===== config.mk =====
export PLATFORM = sky130hd
export DESIGN_NAME = sps_sequencer
export DESIGN_NICKNAME = d
export VERILOG_FILES = /design/src/verilog/sps_pkg.sv /design/src/verilog/sps_sequencer.sv
export SDC_FILE = /design/constraint.sdc
export NUM_CORES = 1
export LEC_CHECK = 0
export BUFFER_PORTS_ARGS = -buffer_cell sky130_fd_sc_hd__buf_2
export CAP_MARGIN = 5
export CORE_ASPECT_RATIO = 1.75
export CORE_MARGIN = 2
export CORE_UTILIZATION = 28
export CTS_CLUSTER_SIZE = 20
export DETAILED_ROUTE_END_ITERATION = 6
export GPL_TIMING_DRIVEN = 0
export PLACE_DENSITY = 0.5
export SLEW_MARGIN = 20
export SYNTH_ARGS = -nofsm -noshare
export SYNTH_HDL_FRONTEND = slang
export SYNTH_SLANG_ARGS = --single-unit

===== constraint.sdc =====
create_clock -name clk_sys_in -period 3.4 [get_ports clk_sys_in]
set_input_delay 0.17 -clock clk_sys_in [delete_from_list [all_inputs] [get_ports clk_sys_in]]
set_output_delay 0.17 -clock clk_sys_in [all_outputs]
set_load 0.01 [all_outputs]

===== src/verilog/sps_pkg.sv =====
// Constants shared by the system power sequencer design.
// Assumes a 50 MHz system clock and a 32-bit AXI4-Lite register bus.
`default_nettype none
package sps_pkg;
	// Clock and delays
	localparam int unsigned CLK_HZ = 50_000_000;
	localparam int unsigned LOCKOUT_MS = 5000;
	localparam int unsigned POWER_GOOD_MS = 5000;
	localparam int unsigned LOCKOUT_CYC = LOCKOUT_MS * (CLK_HZ / 1000);
	localparam int unsigned POWER_GOOD_CYC = POWER_GOOD_MS * (CLK_HZ / 1000);
	localparam int unsigned POR_PULSE_US = 10;
	localparam int unsigned POR_CYC = POR_PULSE_US * (CLK_HZ / 1_000_000);
	// Stepping sequencer positions
	localparam int POS_W = 5;
	localparam logic [4:0] POS_START = 5'h1A;
	localparam logic [4:0] POS_FIRST = 5'h01;
	localparam logic [4:0] POS_CHAN1 = 5'h02;
	localparam logic [4:0] POS_CHAN3 = 5'h04;
	localparam logic [4:0] POS_SKIP_LO = 5'h05;
	localparam logic [4:0] POS_SKIP_HI = 5'h0A;
	localparam logic [4:0] POS_STOR1 = 5'h0B;
	localparam logic [4:0] POS_BULK1 = 5'h0F;
	localparam logic [4:0] POS_BULK4 = 5'h12;
	localparam logic [4:0] POS_TAIL_LO = 5'h13;
	localparam logic [4:0] POS_TAIL_HI = 5'h18;
	localparam logic [4:0] POS_ORIG_END = 5'h19;
	localparam logic [4:0] CHAN_BASE = 5'h02;
	localparam logic [4:0] STOR_BASE = 5'h08;
	// Attached units: 3 channels, 4 storage, 4 bulk storage
	localparam int NUM_UNITS = 11;
	localparam int NUM_CHAN = 3;
	localparam int NUM_FLAGS = 7;
	localparam logic [3:0] NO_UNIT = 4'hF;
	// Register map
	localparam int ADDR_W = 8;
	localparam logic [7:0] ADDR_CTRL = 8'h00;
	localparam logic [7:0] ADDR_CMD = 8'h04;
	localparam logic [7:0] ADDR_STATUS = 8'h08;
	localparam logic [7:0] ADDR_UNITS = 8'h0C;
	localparam int CTRL_CONV_BIT = 0;
	localparam int CTRL_48V_BIT = 1;
	localparam logic [1:0] CTRL_RESET = 2'h0;
	localparam int CMD_SYS_ON = 0;
	localparam int CMD_SYS_OFF = 1;
	localparam int CMD_CPU_ON = 2;
	localparam int ST_POS_LSB = 0;
	localparam int ST_SEC_BIT = 8;
	localparam int ST_STOR_BIT = 9;
	localparam int ST_SYS_BIT = 10;
	localparam int ST_PROC_BIT = 11;
	localparam int ST_LOCK_BIT = 12;
	localparam int ST_PG_BIT = 13;
	localparam int ST_UV_BIT = 14;
	localparam int ST_PRIM_BIT = 15;
	localparam int UN_FLAG_LSB = 0;
	localparam int UN_REQ_LSB = 8;
	localparam logic [1:0] RESP_OKAY = 2'h0;
	localparam logic [1:0] RESP_SLVERR = 2'h2;
endpackage
`default_nettype wire


===== src/verilog/sps_sequencer.sv =====
// System power sequencer: stepping sequencer, holds, timers, reset pulses
// and an AXI4-Lite slave. Inputs are synchronous to clk_sys_in.
//
// What this block does
// - No undervoltage confirmation at power-good transfer drops secondary
// - Both confirmations clear the restart lockout timer
// - Optional 48 V output only with hold and confirmations
// - Power-good transfer emits one power-on reset pulse
// - Confirmations advance sequencer from position 1 to 2
// - Position 2 requests channel 1, completion advances, flag
// - Positions 3, 4 request channels 2, 3 with flags
// - Positions 5 to 10 step automatically to 11
// - Positions 11 to 14 request storage units, flags
// - Positions 15 to 18 request bulk units, no flags
// - Converted variant steps on to start position 26
// - Original variant stops at 25 with second pulse
// - Processor-only on needs lockout timer permission
// - Emergency drops everything; off or fault drops secondary
// - System off releases storage, returns to 26
// - Holds drop only after storage is down
// - Channel hold released with the system hold
// - Completed off sequence re-arms the lockout timer
// - Processor off drops only processor secondary power
// - After processor off, on waits for ready and lockout
// - Lockout timer transfers five seconds after its pick
// - Power-good timer runs five seconds from secondary hold
`timescale 1ns/1ns
`default_nettype none
module sps_sequencer
	import sps_pkg::*;
#(
	parameter int unsigned LOCK_CYC = LOCKOUT_CYC,
	parameter int unsigned PG_CYC = POWER_GOOD_CYC
) (
	// Clock and reset
	input wire logic clk_sys_in,
	input wire logic sys_rst_in,
	// Operator controls
	input wire logic power_on_btn_in,
	input wire logic power_off_btn_in,
	input wire logic cpu_on_btn_in,
	input wire logic cpu_ready_in,
	input wire logic emergency_off_in,
	input wire logic auto_fault_in,
	// Regulator sense
	input wire logic undervoltage_ok_a_in,
	input wire logic undervoltage_ok_b_in,
	// Attached units
	input wire logic [NUM_UNITS-1:0] pwr_complete_in,
	input wire logic storage_down_in,
	output logic [NUM_UNITS-1:0] pwr_request_out,
	output logic storage_hold_out,
	output logic channel_hold_out,
	// Power outputs
	output logic primary_power_out,
	output logic processor_power_contactor_out,
	output logic aux_supply_relay_out,
	output logic por_pulse_out,
	// AXI4-Lite slave
	input wire logic [ADDR_W-1:0] s_axi_awaddr_in,
	input wire logic s_axi_awvalid_in,
	output logic s_axi_awready_out,
	input wire logic [31:0] s_axi_wdata_in,
	input wire logic [3:0] s_axi_wstrb_in,
	input wire logic s_axi_wvalid_in,
	output logic s_axi_wready_out,
	output logic [1:0] s_axi_bresp_out,
	output logic s_axi_bvalid_out,
	input wire logic s_axi_bready_in,
	input wire logic [ADDR_W-1:0] s_axi_araddr_in,
	input wire logic s_axi_arvalid_in,
	output logic s_axi_arready_out,
	output logic [31:0] s_axi_rdata_out,
	output logic [1:0] s_axi_rresp_out,
	output logic s_axi_rvalid_out,
	input wire logic s_axi_rready_in
);
	localparam int LW = $clog2(LOCK_CYC + 1);
	localparam int PW = $clog2(PG_CYC + 1);
	localparam int RW = $clog2(POR_CYC + 1);
	localparam logic [LW-1:0] LOCK_END = LW'(LOCK_CYC);
	localparam logic [PW-1:0] PG_END = PW'(PG_CYC);
	localparam logic [PW-1:0] PG_FIRE = PW'(PG_CYC - 1);
	localparam logic [RW-1:0] POR_LEN = RW'(POR_CYC);

	// Unit index served at a position, NO_UNIT where none
	function automatic logic [3:0] unit_at(input logic [4:0] p);
		logic [3:0] u;
		u = NO_UNIT;
		if (p >= POS_CHAN1 && p <= POS_CHAN3) begin
			u = 4'(p - CHAN_BASE);
		end else if (p >= POS_STOR1 && p <= POS_BULK4) begin
			u = 4'(p - STOR_BASE);
		end
		return u;
	endfunction

	function automatic logic addr_mapped(input logic [ADDR_W-1:0] a);
		return a == ADDR_CTRL || a == ADDR_CMD || a == ADDR_STATUS || a == ADDR_UNITS;
	endfunction

	logic on_btn_q, off_btn_q, cpu_on_q, ready_q, emerg_q, fault_q, uv_a_q, uv_b_q;
	logic stor_down_q;
	logic [NUM_UNITS-1:0] complete_q;
	logic [1:0] ctrl_reg;
	logic [2:0] cmd_reg;
	logic [4:0] pos_reg;
	logic [LW-1:0] lock_cnt_reg;
	logic [PW-1:0] pg_cnt_reg;
	logic [RW-1:0] por_cnt_reg;
	logic secondary_hold_reg, system_hold_reg, storage_hold_reg, proc_only_hold_reg;
	logic [NUM_FLAGS-1:0] flags_reg;
	logic [NUM_UNITS-1:0] req_reg;
	logic chan_hold_reg, primary_reg, aux_reg, por_reg;
	logic uv_ok, lockout_ok, pg_done, pg_fire, on_req, off_req, cpu_req;
	logic start_sys, start_cpu, drop_all, unit_done, orig_fire, stepping;
	logic [3:0] unit;

	// Sampled operator, sense and handshake inputs
	always_ff @(posedge clk_sys_in) begin
		if (sys_rst_in) begin
			{on_btn_q, off_btn_q, cpu_on_q, ready_q, emerg_q, fault_q} <= '0;
			{uv_a_q, uv_b_q, stor_down_q} <= '0;
			complete_q <= '0;
		end else begin
			{on_btn_q, off_btn_q, cpu_on_q, ready_q} <= {power_on_btn_in, power_off_btn_in,
				cpu_on_btn_in, cpu_ready_in};
			{emerg_q, fault_q, uv_a_q, uv_b_q} <= {emergency_off_in, auto_fault_in,
				undervoltage_ok_a_in, undervoltage_ok_b_in};
			stor_down_q <= storage_down_in;
			complete_q <= pwr_complete_in;
		end
	end

	assign uv_ok = uv_a_q & uv_b_q;
	assign lockout_ok = lock_cnt_reg == LOCK_END;
	assign pg_done = pg_cnt_reg == PG_END;
	assign pg_fire = secondary_hold_reg && pg_cnt_reg == PG_FIRE;
	assign on_req = on_btn_q | cmd_reg[CMD_SYS_ON];
	assign off_req = off_btn_q | cmd_reg[CMD_SYS_OFF];
	assign cpu_req = cpu_on_q | cmd_reg[CMD_CPU_ON];
	assign start_sys = on_req && lockout_ok && !system_hold_reg && !emerg_q && ready_q
		&& !fault_q && !off_req && (pos_reg == POS_START || pos_reg == POS_ORIG_END);
	assign start_cpu = cpu_req && lockout_ok && !secondary_hold_reg && !emerg_q && ready_q
		&& !fault_q;
	assign drop_all = system_hold_reg && !storage_hold_reg && stor_down_q;
	assign unit = unit_at(pos_reg);
	assign unit_done = unit != NO_UNIT && req_reg[unit] && complete_q[unit];
	assign stepping = (pos_reg >= POS_SKIP_LO && pos_reg <= POS_SKIP_HI)
		|| (pos_reg >= POS_TAIL_LO && pos_reg <= POS_TAIL_HI);
	assign orig_fire = !emerg_q && !off_req && !ctrl_reg[CTRL_CONV_BIT]
		&& pos_reg == POS_TAIL_HI;

	// Restart lockout timer: picks with processor ready and no fault
	always_ff @(posedge clk_sys_in) begin
		if (sys_rst_in) begin
			lock_cnt_reg <= '0;
		end else if (uv_ok || !ready_q || fault_q || off_btn_q || emerg_q) begin
			lock_cnt_reg <= '0;
		end else if (!lockout_ok) begin
			lock_cnt_reg <= lock_cnt_reg + 1'b1;
		end
	end

	// Power-good timer, energised through the secondary hold
	always_ff @(posedge clk_sys_in) begin
		if (sys_rst_in || !secondary_hold_reg) begin
			pg_cnt_reg <= '0;
		end else if (!pg_done) begin
			pg_cnt_reg <= pg_cnt_reg + 1'b1;
		end
	end

	// Secondary hold and processor power contactor
	always_ff @(posedge clk_sys_in) begin
		if (sys_rst_in) begin
			secondary_hold_reg <= 1'b0;
		end else if (emerg_q || !ready_q || fault_q) begin
			secondary_hold_reg <= 1'b0;
		end else if (pg_done && !uv_ok) begin
			secondary_hold_reg <= 1'b0;
		end else if (drop_all) begin
			secondary_hold_reg <= 1'b0;
		end else if (start_sys || start_cpu) begin
			secondary_hold_reg <= 1'b1;
		end
	end

	// System, storage and processor-only holds
	always_ff @(posedge clk_sys_in) begin
		if (sys_rst_in || emerg_q) begin
			system_hold_reg <= 1'b0;
			storage_hold_reg <= 1'b0;
			proc_only_hold_reg <= 1'b0;
		end else if (start_sys) begin
			system_hold_reg <= 1'b1;
			storage_hold_reg <= 1'b1;
			proc_only_hold_reg <= 1'b1;
		end else if (off_req) begin
			storage_hold_reg <= 1'b0;
		end else if (drop_all) begin
			system_hold_reg <= 1'b0;
			proc_only_hold_reg <= 1'b0;
		end
	end

	// Stepping sequencer
	always_ff @(posedge clk_sys_in) begin
		if (sys_rst_in || emerg_q || off_req) begin
			pos_reg <= POS_START;
		end else if (start_sys) begin
			pos_reg <= POS_FIRST;
		end else if (pos_reg == POS_FIRST) begin
			if (uv_ok && secondary_hold_reg) begin
				pos_reg <= POS_CHAN1;
			end
		end else if (unit_done || stepping) begin
			pos_reg <= pos_reg + 5'h01;
		end else if (pos_reg == POS_ORIG_END && ctrl_reg[CTRL_CONV_BIT]) begin
			pos_reg <= POS_START;
		end
	end

	// Unit requests: one unit at a time, behind the relevant holds
	always_ff @(posedge clk_sys_in) begin
		if (sys_rst_in) begin
			req_reg <= '0;
		end else begin
			for (int i = 0; i < NUM_UNITS; i++) begin
				req_reg[i] <= unit == 4'(i) && system_hold_reg && !emerg_q && !off_req
					&& !unit_done && (i < NUM_CHAN || storage_hold_reg);
			end
		end
	end

	// Per-unit on flags for channels and main storage only
	always_ff @(posedge clk_sys_in) begin
		if (sys_rst_in || emerg_q || drop_all) begin
			flags_reg <= '0;
		end else if (unit_done && unit < 4'(NUM_FLAGS)) begin
			flags_reg[unit[2:0]] <= 1'b1;
		end
	end

	// Power-on reset pulse: fixed length per trigger
	always_ff @(posedge clk_sys_in) begin
		if (sys_rst_in) begin
			por_cnt_reg <= '0;
			por_reg <= 1'b0;
		end else if ((pg_fire && uv_ok) || orig_fire) begin
			por_cnt_reg <= POR_LEN;
			por_reg <= 1'b1;
		end else begin
			if (por_cnt_reg != '0) begin
				por_cnt_reg <= por_cnt_reg - 1'b1;
			end
			por_reg <= por_cnt_reg > RW'(1);
		end
	end

	// Registered power outputs
	always_ff @(posedge clk_sys_in) begin
		if (sys_rst_in) begin
			primary_reg <= 1'b0;
			aux_reg <= 1'b0;
			chan_hold_reg <= 1'b0;
		end else begin
			primary_reg <= !emerg_q;
			aux_reg <= ctrl_reg[CTRL_48V_BIT] && secondary_hold_reg && uv_ok;
			chan_hold_reg <= system_hold_reg && !emerg_q;
		end
	end

	assign pwr_request_out = req_reg;
	assign storage_hold_out = storage_hold_reg;
	assign channel_hold_out = chan_hold_reg;
	assign primary_power_out = primary_reg;
	assign processor_power_contactor_out = secondary_hold_reg;
	assign aux_supply_relay_out = aux_reg;
	assign por_pulse_out = por_reg;

	// AXI4-Lite write channel
	logic awready_reg, wready_reg, bvalid_reg, aw_have, w_have;
	logic [1:0] bresp_reg;
	logic [ADDR_W-1:0] awaddr_q;
	logic [7:0] wbyte_q;
	logic do_write;
	assign do_write = aw_have && w_have && !bvalid_reg;

	always_ff @(posedge clk_sys_in) begin
		if (sys_rst_in) begin
			aw_have <= 1'b0;
			w_have <= 1'b0;
			awready_reg <= 1'b0;
			wready_reg <= 1'b0;
			bvalid_reg <= 1'b0;
			bresp_reg <= RESP_OKAY;
			awaddr_q <= '0;
			wbyte_q <= '0;
			ctrl_reg <= CTRL_RESET;
			cmd_reg <= '0;
		end else begin
			cmd_reg <= '0;
			awready_reg <= !(aw_have || (s_axi_awvalid_in && awready_reg)) || do_write;
			wready_reg <= !(w_have || (s_axi_wvalid_in && wready_reg)) || do_write;
			if (s_axi_awvalid_in && awready_reg) begin
				aw_have <= 1'b1;
				awaddr_q <= s_axi_awaddr_in;
				awready_reg <= 1'b0;
			end
			if (s_axi_wvalid_in && wready_reg) begin
				w_have <= 1'b1;
				wbyte_q <= s_axi_wstrb_in[0] ? s_axi_wdata_in[7:0] : 8'h00;
				wready_reg <= 1'b0;
			end
			if (s_axi_bvalid_out && s_axi_bready_in) begin
				bvalid_reg <= 1'b0;
			end
			if (do_write) begin
				aw_have <= 1'b0;
				w_have <= 1'b0;
				bvalid_reg <= 1'b1;
				bresp_reg <= addr_mapped(awaddr_q) ? RESP_OKAY : RESP_SLVERR;
				if (awaddr_q == ADDR_CTRL) begin
					ctrl_reg <= wbyte_q[1:0];
				end
				if (awaddr_q == ADDR_CMD) begin
					cmd_reg <= wbyte_q[2:0];
				end
			end
		end
	end

	// AXI4-Lite read channel
	logic arready_reg, rvalid_reg;
	logic [1:0] rresp_reg;
	logic [31:0] rdata_reg, status_w, units_w;
	always_comb begin
		status_w = '0;
		status_w[ST_POS_LSB +: POS_W] = pos_reg;
		status_w[ST_SEC_BIT] = secondary_hold_reg;
		status_w[ST_STOR_BIT] = storage_hold_reg;
		status_w[ST_SYS_BIT] = system_hold_reg;
		status_w[ST_PROC_BIT] = proc_only_hold_reg;
		status_w[ST_LOCK_BIT] = lockout_ok;
		status_w[ST_PG_BIT] = pg_done;
		status_w[ST_UV_BIT] = uv_ok;
		status_w[ST_PRIM_BIT] = primary_reg;
		units_w = '0;
		units_w[UN_FLAG_LSB +: NUM_FLAGS] = flags_reg;
		units_w[UN_REQ_LSB +: NUM_UNITS] = req_reg;
	end

	always_ff @(posedge clk_sys_in) begin
		if (sys_rst_in) begin
			arready_reg <= 1'b0;
			rvalid_reg <= 1'b0;
			rresp_reg <= RESP_OKAY;
			rdata_reg <= '0;
		end else if (s_axi_arvalid_in && arready_reg) begin
			arready_reg <= 1'b0;
			rvalid_reg <= 1'b1;
			rresp_reg <= addr_mapped(s_axi_araddr_in) ? RESP_OKAY : RESP_SLVERR;
			case (s_axi_araddr_in)
				ADDR_CTRL: rdata_reg <= {30'h0, ctrl_reg};
				ADDR_STATUS: rdata_reg <= status_w;
				ADDR_UNITS: rdata_reg <= units_w;
				default: rdata_reg <= '0;
			endcase
		end else if (rvalid_reg && s_axi_rready_in) begin
			rvalid_reg <= 1'b0;
			arready_reg <= 1'b1;
		end else if (!rvalid_reg) begin
			arready_reg <= 1'b1;
		end
	end

	assign s_axi_awready_out = awready_reg;
	assign s_axi_wready_out = wready_reg;
	assign s_axi_bvalid_out = bvalid_reg;
	assign s_axi_bresp_out = bresp_reg;
	assign s_axi_arready_out = arready_reg;
	assign s_axi_rvalid_out = rvalid_reg;
	assign s_axi_rresp_out = rresp_reg;
	assign s_axi_rdata_out = rdata_reg;

	logic [RW:0] por_seen;
	always_ff @(posedge clk_sys_in) begin
		if (sys_rst_in || !por_reg) begin
			por_seen <= '0;
		end else begin
			por_seen <= por_seen + 1'b1;
		end
	end
endmodule // sps_sequencer
`default_nettype wire


Word-level counts from Yosys, hierarchy flattened
Index checks and enable logic that the tools add are counted.
- register bits after elaboration: 174
- input port bits: 79
- output and inout bits: 58
- add/sub/neg operators: 6
- $lt $le $gt $ge: 13
- equality and inequality tests: 28
- multiplexer cells: 31
- bitwise logic cells: 7
- reduce and logical (&&, ||, !) cells: 154
- operator list (kind ; number):
    $logic_and 1x1->1 ; 92
    $eq 28x28->1 const B ; 3
    $pmux 19 s3 ; 1
    $add 28x1->28 const B ; 2
    $eq 8x4->1 const B ; 4
    $logic_or 1x1->1 ; 25
    $mux 5 ; 5
    $mux 9 ; 2
    $eq 4x3->1 const B ; 4
    $eq 8x3->1 const B ; 2
    $logic_not 8->1 ; 2
    $eq 5x5->1 const B ; 3
    $mux 1 ; 15
    $reduce_or 2->1 ; 7
    $logic_not 1->1 ; 13
    $eq 4x4->1 const B ; 3
    $le 5x5->1 const B ; 2
    $reduce_bool 2->1 ; 5
    $gt 9x1->1 const B ; 1
    $reduce_bool 9->1 ; 1
    $sub 9x1->9 const B ; 1
    $bmux 1 s4 ; 2
    $eq 4x2->1 const B ; 2
    $mux 4 ; 2
    31 further kinds ; 40

Logic depth before layout (Yosys ltp)
Gate-level depths: netlist of run 1.
- word-level depth: 12
- mapped depth: 12
- mapped depth without buffers: 10

Worst setup path after synthesis of run 1
No wires, ideal clock.
- path kind: reg2reg
- from: register pos_reg[2]
- to: register pos_reg[3]
- library setup time: 0.062 ns
- arrival: 2.822 ns
- required time: 3.338 ns
- setup slack: 0.516 ns
- cell stages (with the launch flop): 12
- period minus slack after synthesis: 2.884 ns
- path through: dfxtp_1 -> clkbuf_1 -> inv_1 -> ha_1 -> clkbuf_1 -> a221o_1 -> o221a_4 -> o311a_1 -> a22oi_2 -> nand3b_4 -> a311o_1 -> nand3_1
- word-level cells in the longest chain between the ends: 12
- elaborated cells on any way between the ends: 38
- classes of those cells: add/sub: 3; order compare: 8; eq/ne: 5; mux: 9; reduce/logical: 13
- RTL lines (element ; line ; text):
    start: declaration ; sps_sequencer.sv:107 ; logic [4:0] pos_reg;
    start signal: assignment ; sps_sequencer.sv:218 ; pos_reg <= pos_reg + 5'h01;
    $ge 5x4->1 or $le 5x5->1 (tied branches) ; sps_sequencer.sv:92 ; end else if (p >= POS_STOR1 && p <= POS_BULK4) begin
    $logic_and 1x1->1 ; sps_sequencer.sv:92 ;
    $mux 4 ; sps_sequencer.sv:92 ;
    $mux 4 ; sps_sequencer.sv:90 ; if (p >= POS_CHAN1 && p <= POS_CHAN3) begin
    $bmux 1 s4 ; sps_sequencer.sv:148 ; assign unit_done = unit != NO_UNIT && req_reg[unit] && complete_q[unit];
    $mux 1 (implied by the code) ; sps_sequencer.sv:148 ;
    $logic_and 1x1->1 (2 in a row) ; sps_sequencer.sv:148 ;
    $logic_or 1x1->1 ; sps_sequencer.sv:217 ; end else if (unit_done || stepping) begin
    $mux 5 ; sps_sequencer.sv:217 ;
    $mux 5 ; sps_sequencer.sv:213 ; end else if (pos_reg == POS_FIRST) begin
    $mux 5 ; sps_sequencer.sv:211 ; end else if (start_sys) begin
Several ways; a longest one is shown, not always the timed one. The select of a mux whose other input is x is not followed.
A chain may end at the register's enable or synchronous reset.

Worst setup path after layout of run 1
- from: register pos_reg[2]
- to: register req_reg[10] (netlist: pwr_request_out[10])
- word-level cells in the longest chain between the ends: 11
- elaborated cells on any way between the ends: 24
- classes of those cells: add/sub: 2; order compare: 4; eq/ne: 2; mux: 6; reduce/logical: 10
- RTL lines (element ; line ; text):
    $ge 5x4->1 or $le 5x5->1 (tied branches) ; sps_sequencer.sv:92 ;
    $logic_and 1x1->1 ; sps_sequencer.sv:92 ;
    $mux 4 ; sps_sequencer.sv:92 ;
    $mux 4 * ; sps_sequencer.sv:90 ;
    $bmux 1 s4 ; sps_sequencer.sv:148 ;
    $mux 1 (implied by the code) ; sps_sequencer.sv:148 ;
    $logic_and 1x1->1 (2 in a row) ; sps_sequencer.sv:148 ;
    $logic_not 1->1 ; sps_sequencer.sv:231 ; && !unit_done && (i < NUM_CHAN || storage_hold_reg);
    $logic_and 1x1->1 * (2 in a row) ; sps_sequencer.sv:231 ;
    end signal: indexed assignment ; sps_sequencer.sv:230 ; req_reg[i] <= unit == 4'(i) && system_hold_reg && !emerg_q && !off_req
    end: declaration ; sps_sequencer.sv:113 ; logic [NUM_UNITS-1:0] req_reg;
Mark *: on every way between the ends. The rest lies on a longest branch, timed or not. The select of a mux whose other input is x is not followed.

==> flow_summary.yaml, run 1 <==
run_status:
  status: "complete, no violations"
synth:
  synth-simple-area-share_pct: 26.4
  synth.avg_cell_area_um2: 8.56
  yosys.area_share.adder_pct: 2.33
  ys_seq_area_share_pct: 45.3
  synth_flop_cell: "dfxtp_1"
  synthDistinctLibCells: 61
  yosysWarningCount: 0
  synth_top_family_by_area: "simple AND/OR/NAND/NOR gates"
  synth_top_area_cell: "dfxtp_1"
  ys_seq_elements: 158
  synth_cells: 815
  synth_compound_area_share_pct: 11.6
  async_flop_share_pct: 0
  synthXorXnorAreaFrac_pct: 6.15
  synth_edf_count: 0
  yosys-mux-area-fraction_pct: 3.17
  yosys-top-cells-area: "dfxtp_1 45%, nor2_1 5.7%, nand2_1 4.4%"
  synth_top_area_share_pct: 45.3
  synth_area_mm2: 0.00698
worst_setup_path:
  crit_arrival_ns: 3.48
  cp-start-kind: "flip-flop"
  crit_start: "pos_reg[2]"
  r2r-start: "pos_reg[2]"
  crit_end: "pwr_request_out[10]"
  timing.rr.end: "pwr_request_out[10]"
  reg2reg_slack_ns: 0.24
  path_max_fanout: 10
  worst_ep_required_time_ns: 3.72
  reg2regPathDepth: 11
  end_kind: "flip-flop"
  worstSetupPathType: "reg2reg"
pwr:
  leakage_nw: 3.41
  clkPwrFrac_pct: 46.7
  p_sw_mw: 1.07
  ir_drop_mv: 0.306
  p_int_mw: 3.38
  p_seq_share_pct: 44.3
  power.density_mw_per_mm2: 500
  combPwrFrac_pct: 9.0
  p_sw_share_pct: 24.0
floorplanning:
  die_height_um: 213
  fp.dieArea_mm2: 0.0262
  ios: 137
  die_w_um: 123
  core_mm2: 0.0245
  rows: 76
  start_util_pct: 28.4
grt:
  grt_pass1_wl_um: 30500
  grt_pass1_vias: 5881
  track_usage_pct: 15.1
  grt_max_degree: 17
  grt_overflow: 0
  antenna_found_initial: 0
drt:
  via_count: 6082
  wire_per_inst_um: 14.7
  post_drt_via_cell_ratio: 4.69
  drc: 0
  dr.pass1.iters: 4
  drt_iter0_drc: 278
  postRouteAntennaNets: 0
  drt_wl_total_um: 19100
cells_and_area:
  area_delta_synth_final_pct: 27.5
  nNetsFinal: 1065
  antennaDiodeCount: 0
  layout_commonest_cell: "dfxtp_1"
  design_area_mm2: 0.00889
  layout_common_cells: "157 x dfxtp_1, 105 x nor2_1, 88 x buf_2, 82 x nand2_1, 61 x a21oi_1"
  layout-drive-gt1-share_pct: 15.9
timing:
  finalCriticalPeriod_ns: 3.16
  max-slew-margin-rel_pct: 36.6
  finalCritPeriodShare_pct: 93.0
  worst_pin_slew_ns: 0.943
  hold_viol: 0
  fin_skew_ns: 0.00883
  fmax_ghz: 0.316
  setup_viol: 0
  fin_tns_setup_ns: 0
  slew_viol_final: 0
cts:
  worstSkewPairLatency_ns: 0.44
  cts_made_buffers: 17
  cts_root_buf: "clkbuf_16"
  htreeDepth: 4
  cts_num_sinks: 158
  cts_tree: "built"
  ctsLongestPathBuffers: 2
  clkTransAtPathRegs_ns: 0.06
placement:
  port_buffers: 87
  hpwl_um: 14700
  place_area_mm2: 0.00786
  gp_congestion: 0.898
min_path:
  worstHoldPathType: "in2reg"
job:
  drv_cap: 0
## kinds of logic after synthesis
| logic type | count (synthesis) |
|---|---|
| xor+xnor | 49 |
| other cells | 1 |
| fa+ha+maj | 13 |
| buf+inv | 71 |
| simple gates | 369 |
| flops | 158 |
| mux | 22 |
| compound gates | 132 |
## metal layers
| metal | wire [µm] | up-vias | track usage [%] | part of all wire, % |
|---|---|---|---|---|
| met1 | 7190 | 2839 | 15.4 | 38 |
| met5 | 0 | - | 0 | 0 |
| met2 | 10600 | 116 | 28.8 | 56 |
| li1 | - | 3092 | - | - |
| met3 | 552 | 35 | 2.64 | 2.9 |
| met4 | 681 | 0 | 7.48 | 3.6 |
## power by group through the flow
stage          Sequential (mW)  Combinational (mW)  Clock, mW
2_1_floorplan             2.00               0.269          0
6_report                  1.97               0.401       2.08
3_5_place_dp              2.01               0.377          0
5_1_grt                   1.98               0.458       2.18
3_3_place_gp              2.01               0.375          0
4_1_cts                   1.97               0.410       2.12
## worst min-delay path by stage
stage	to	cells after the start	slack, ns	from
3_5_place_dp	emerg_q	2	0.39	emergency_off_in
3_3_place_gp	complete_q[5]	2	0.39	pwr_complete_in[5]
4_1_cts	awaddr_q[3]	3	0.005	s_axi_awaddr_in[3]
6_report	awaddr_q[3]	3	0.02	s_axi_awaddr_in[3]
2_1_floorplan	primary_power_out	1	0.28	sys_rst_in
5_1_grt	awaddr_q[3]	3	0.03	s_axi_awaddr_in[3]
## through the flow
| stage | total power [mW] | setup WS, ns | util, % | hold slack [ns] | std cells |
|---|---|---|---|---|---|
| floorplan | 2.27 | 0.516 | - | 0.278 | 830 |
| global placement | 2.39 | -0.328 | 32.0 | 0.387 | 1229 |
| detailed placement | 2.39 | -0.249 | 32.0 | 0.387 | 1229 |
| CTS | 4.50 | 0.0561 | 36.0 | 0.00497 | 1295 |
| global route | 4.62 | -0.00571 | 36.3 | 0.0301 | 1298 |
| finish | 4.45 | 0.236 | 36.3 | 0.0170 | 1298 |
## critical path, stage by stage (launching register included)
cell and delay [ns]:
dfxtp_2 0.45, clkbuf_4 0.27, inv_1 0.12, ha_1 0.20, clkbuf_1 0.22, a221o_2 0.48
nor2_1 0.14, o21ai_1 0.15, o2111a_2 0.36, nand2b_1 0.17, buf_2 0.20, nor4_2 0.28
## layout make-up
type	count	area, µm²
clock inverter	13	186
inverter	24	93.8
multi-input combinational	601	3550
buffer	47	260
sequential	158	3160
timing repair buffer	124	798
fill	2649	15600
clock buffer	19	453
tap	312	390
## cells in the mapped netlist, drive strengths merged (5+ instances only)
cell / count
nand3b: 5
nand4: 11
xor2: 31
nor4: 20
o21a: 5
or3: 12
and3: 13
a21oi: 61
clkbuf: 25
buf: 22
mux2i: 21
and2: 14
nor3: 17
dfxtp: 158
xnor2: 18
a22oi: 6
nor2: 105
o21ai: 32
inv: 24
nand2: 82
nor2b: 27
nand2b: 11
nand3: 35
or4: 5
ha: 13
## timing repair
action,CTS,global route
endpoints found under the hold margin,31,0
gates cloned,0,0
buffers inserted,0,3
endpoints found under the setup margin,15,11
resized for setup,3,10
hold buffers,34,0
Note: power is estimated with default switching activity, not from simulation.
==> inputs of run 2 (changes only) <==
--- a/config.mk
+++ b/config.mk
@@ -14,7 +14,7 @@
 export DETAILED_ROUTE_END_ITERATION = 6
 export GPL_TIMING_DRIVEN = 0
 export PLACE_DENSITY = 0.5
-export SLEW_MARGIN = 20
+export SLEW_MARGIN = 15
 export SYNTH_ARGS = -nofsm -noshare
 export SYNTH_HDL_FRONTEND = slang
 export SYNTH_SLANG_ARGS = --single-unit
==> constraint.sdc (replaced) <==
create_clock -name clk_sys_in -period 3.4 [get_ports clk_sys_in]
set_input_delay 0.51 -clock clk_sys_in [delete_from_list [all_inputs] [get_ports clk_sys_in]]
set_output_delay 0.51 -clock clk_sys_in [all_outputs]
set_load 0.01 [all_outputs]
==> flow_summary.yaml, run 2 (synthesis results as in run 1) <==
cells_and_area:
  area_delta_synth_final_pct: 22.7
  layout-drive-gt1-share_pct: 16.5
  finish.utilization_pct: 34.9
  fin_cells: 1265
  layout_commonest_cell: "dfxtp_1"
  layout_common_cells: "157 x dfxtp_1, 105 x nor2_1, 88 x buf_2, 82 x nand2_1, 61 x a21oi_1"
  nNetsFinal: 1031
  design_area_mm2: 0.00856
worst_setup_path:
  crit_arrival_ns: 3.48
  cpMaxStageDelayCell: "a221o_2"
  cp.buffers_inverters: 4
  end_kind: "flip-flop"
  path_delay_family: "compound AO/OA/AOI/OAI gates"
  cpPeakStageDelay_ns: 0.48
  path_max_fanout: 10
  crit_start: "pos_reg[2]"
  worstSetupPathType: "reg2reg"
  cp-start-kind: "flip-flop"
  r2r-start: "pos_reg[2]"
  cp_cell_sequence: "clkbuf_4, inv_1, ha_1, clkbuf_1, a221o_2, nor2_1, o21ai_1, o2111a_2, nand2b_1, buf_2, nor4_2"
  worst_ep_required_time_ns: 3.72
pwr:
  p_sw_share_pct: 24.1
  p_int_mw: 3.36
  power_mw: 4.42
  power.density_mw_per_mm2: 516
  p_sw_mw: 1.06
  p_seq_share_pct: 44.6
  clkPwrFrac_pct: 47.0
  combPwrFrac_pct: 8.4
  ir_drop_mv: 0.303
  leakage_nw: 3.28
cts:
  clkTransAtPathRegs_ns: 0.07
  ctsLongestPathBuffers: 2
  cts_root_buf: "clkbuf_16"
  cts_made_buffers: 17
  cts_tree: "built"
  htreeDepth: 4
  worstSkewPairLatency_ns: 0.44
  cts_num_sinks: 158
placement:
  preCtsSetupSlack_ns: -0.249
  dpl.cell_count: 1229
  place_area_mm2: 0.00786
  port_buffers: 87
  hpwl_um: 14700
  gp_congestion: 0.898
timing:
  fin_skew_ns: 0.00906
  holdWs_ns: 0.282
  setup_slack_ns: 0.240
  finalCriticalPeriod_ns: 3.16
  fmax_ghz: 0.316
  worst_pin_slew_ns: 0.961
  setup_viol: 0
  max-slew-margin-rel_pct: 35.4
  finalCritPeriodShare_pct: 92.9
  hold_viol: 0
  slew_viol_final: 0
  fin_tns_setup_ns: 0
grt:
  grt_overflow: 0
  antenna_found_initial: 1
  grt_pass1_wl_um: 30100
  grt_pass1_vias: 5767
  track_usage_pct: 15.0
  grtUsageMet1_pct: 15.4
  top_usage_layer: "met2"
  use_met3_pct: 2.67
  grt_max_degree: 17
  use_met2_pct: 28.1
floorplanning:
  start_util_pct: 28.4
  die_height_um: 213
  rows: 76
  ios: 137
  fp.dieArea_mm2: 0.0262
  die_w_um: 123
  core_mm2: 0.0245
drt:
  post_drt_via_cell_ratio: 4.72
  wire_per_inst_um: 14.8
  postRouteAntennaNets: 0
  drc: 0
  via_count: 5968
  drt_iter0_drc: 236
  dr.pass1.iters: 4
  drt_wl_total_um: 18800
min_path:
  worstHoldPathType: "in2reg"
  worstHoldStart: "pwr_complete_in[5]"
run_status:
  status: "complete, no violations"
job:
  drv_cap: 0
## run 2: cell count changes in the layout (fill, tap and decap cells not counted), sizes merged
cell,change
diode,+1
dlygate4sd3,-34
## run 2: per-layer routing
layer,part of all wire (%),vias to the layer above
li1,-,3024
met1,38,2793
met2,55,114
met3,2.9,37
met4,4.0,0
met5,0,-
## run 2: path summary, 6_finish.rpt
kind	to	slack, ns	cells after the start
max reg2reg	pwr_request_out[10]	0.24	11
max	pwr_request_out[10]	0.24	11
min	complete_q[5]	0.28	2
min reg2reg	s_axi_rdata_out[8]	0.45	2
## run 2: power by group through the flow
| stage | Clock, mW | Combinational, mW | Sequential (mW) |
|---|---|---|---|
| 2_1_floorplan | 0 | 0.269 | 2.00 |
| 3_3_place_gp | 0 | 0.375 | 2.01 |
| 3_5_place_dp | 0 | 0.377 | 2.01 |
| 4_1_cts | 2.12 | 0.381 | 1.97 |
| 5_1_grt | 2.18 | 0.427 | 1.98 |
| 6_report | 2.08 | 0.372 | 1.97 |
## run 2: final cells by class
type	instances	area (µm²)
sequential	158	3160
inverter	24	93.8
timing repair buffer	90	458
clock buffer	19	453
clock inverter	13	186
antenna	1	2.50
buffer	47	260
fill	2678	16000
tap	312	390
multi-input combinational	601	3550
## run 2: repair_timing
item                       CTS  global route
pin swaps                    0             0
buffers inserted             0             3
hold endpoints to repair     0             0
hold buffers                 0             0
resized for setup            3            10
setup endpoints to repair   15            11
## run 2: worst reg2reg max path, delay by kind of cell, from the launching register on
family                   cells  cell delay [ns]
AO/OA/AOI/OAI                3             0.99
adder cells (fa/ha/maj)      1             0.20
buffers and inverters        4             0.81
flip-flops                   1             0.44
AND/OR/NAND/NOR              3             0.59
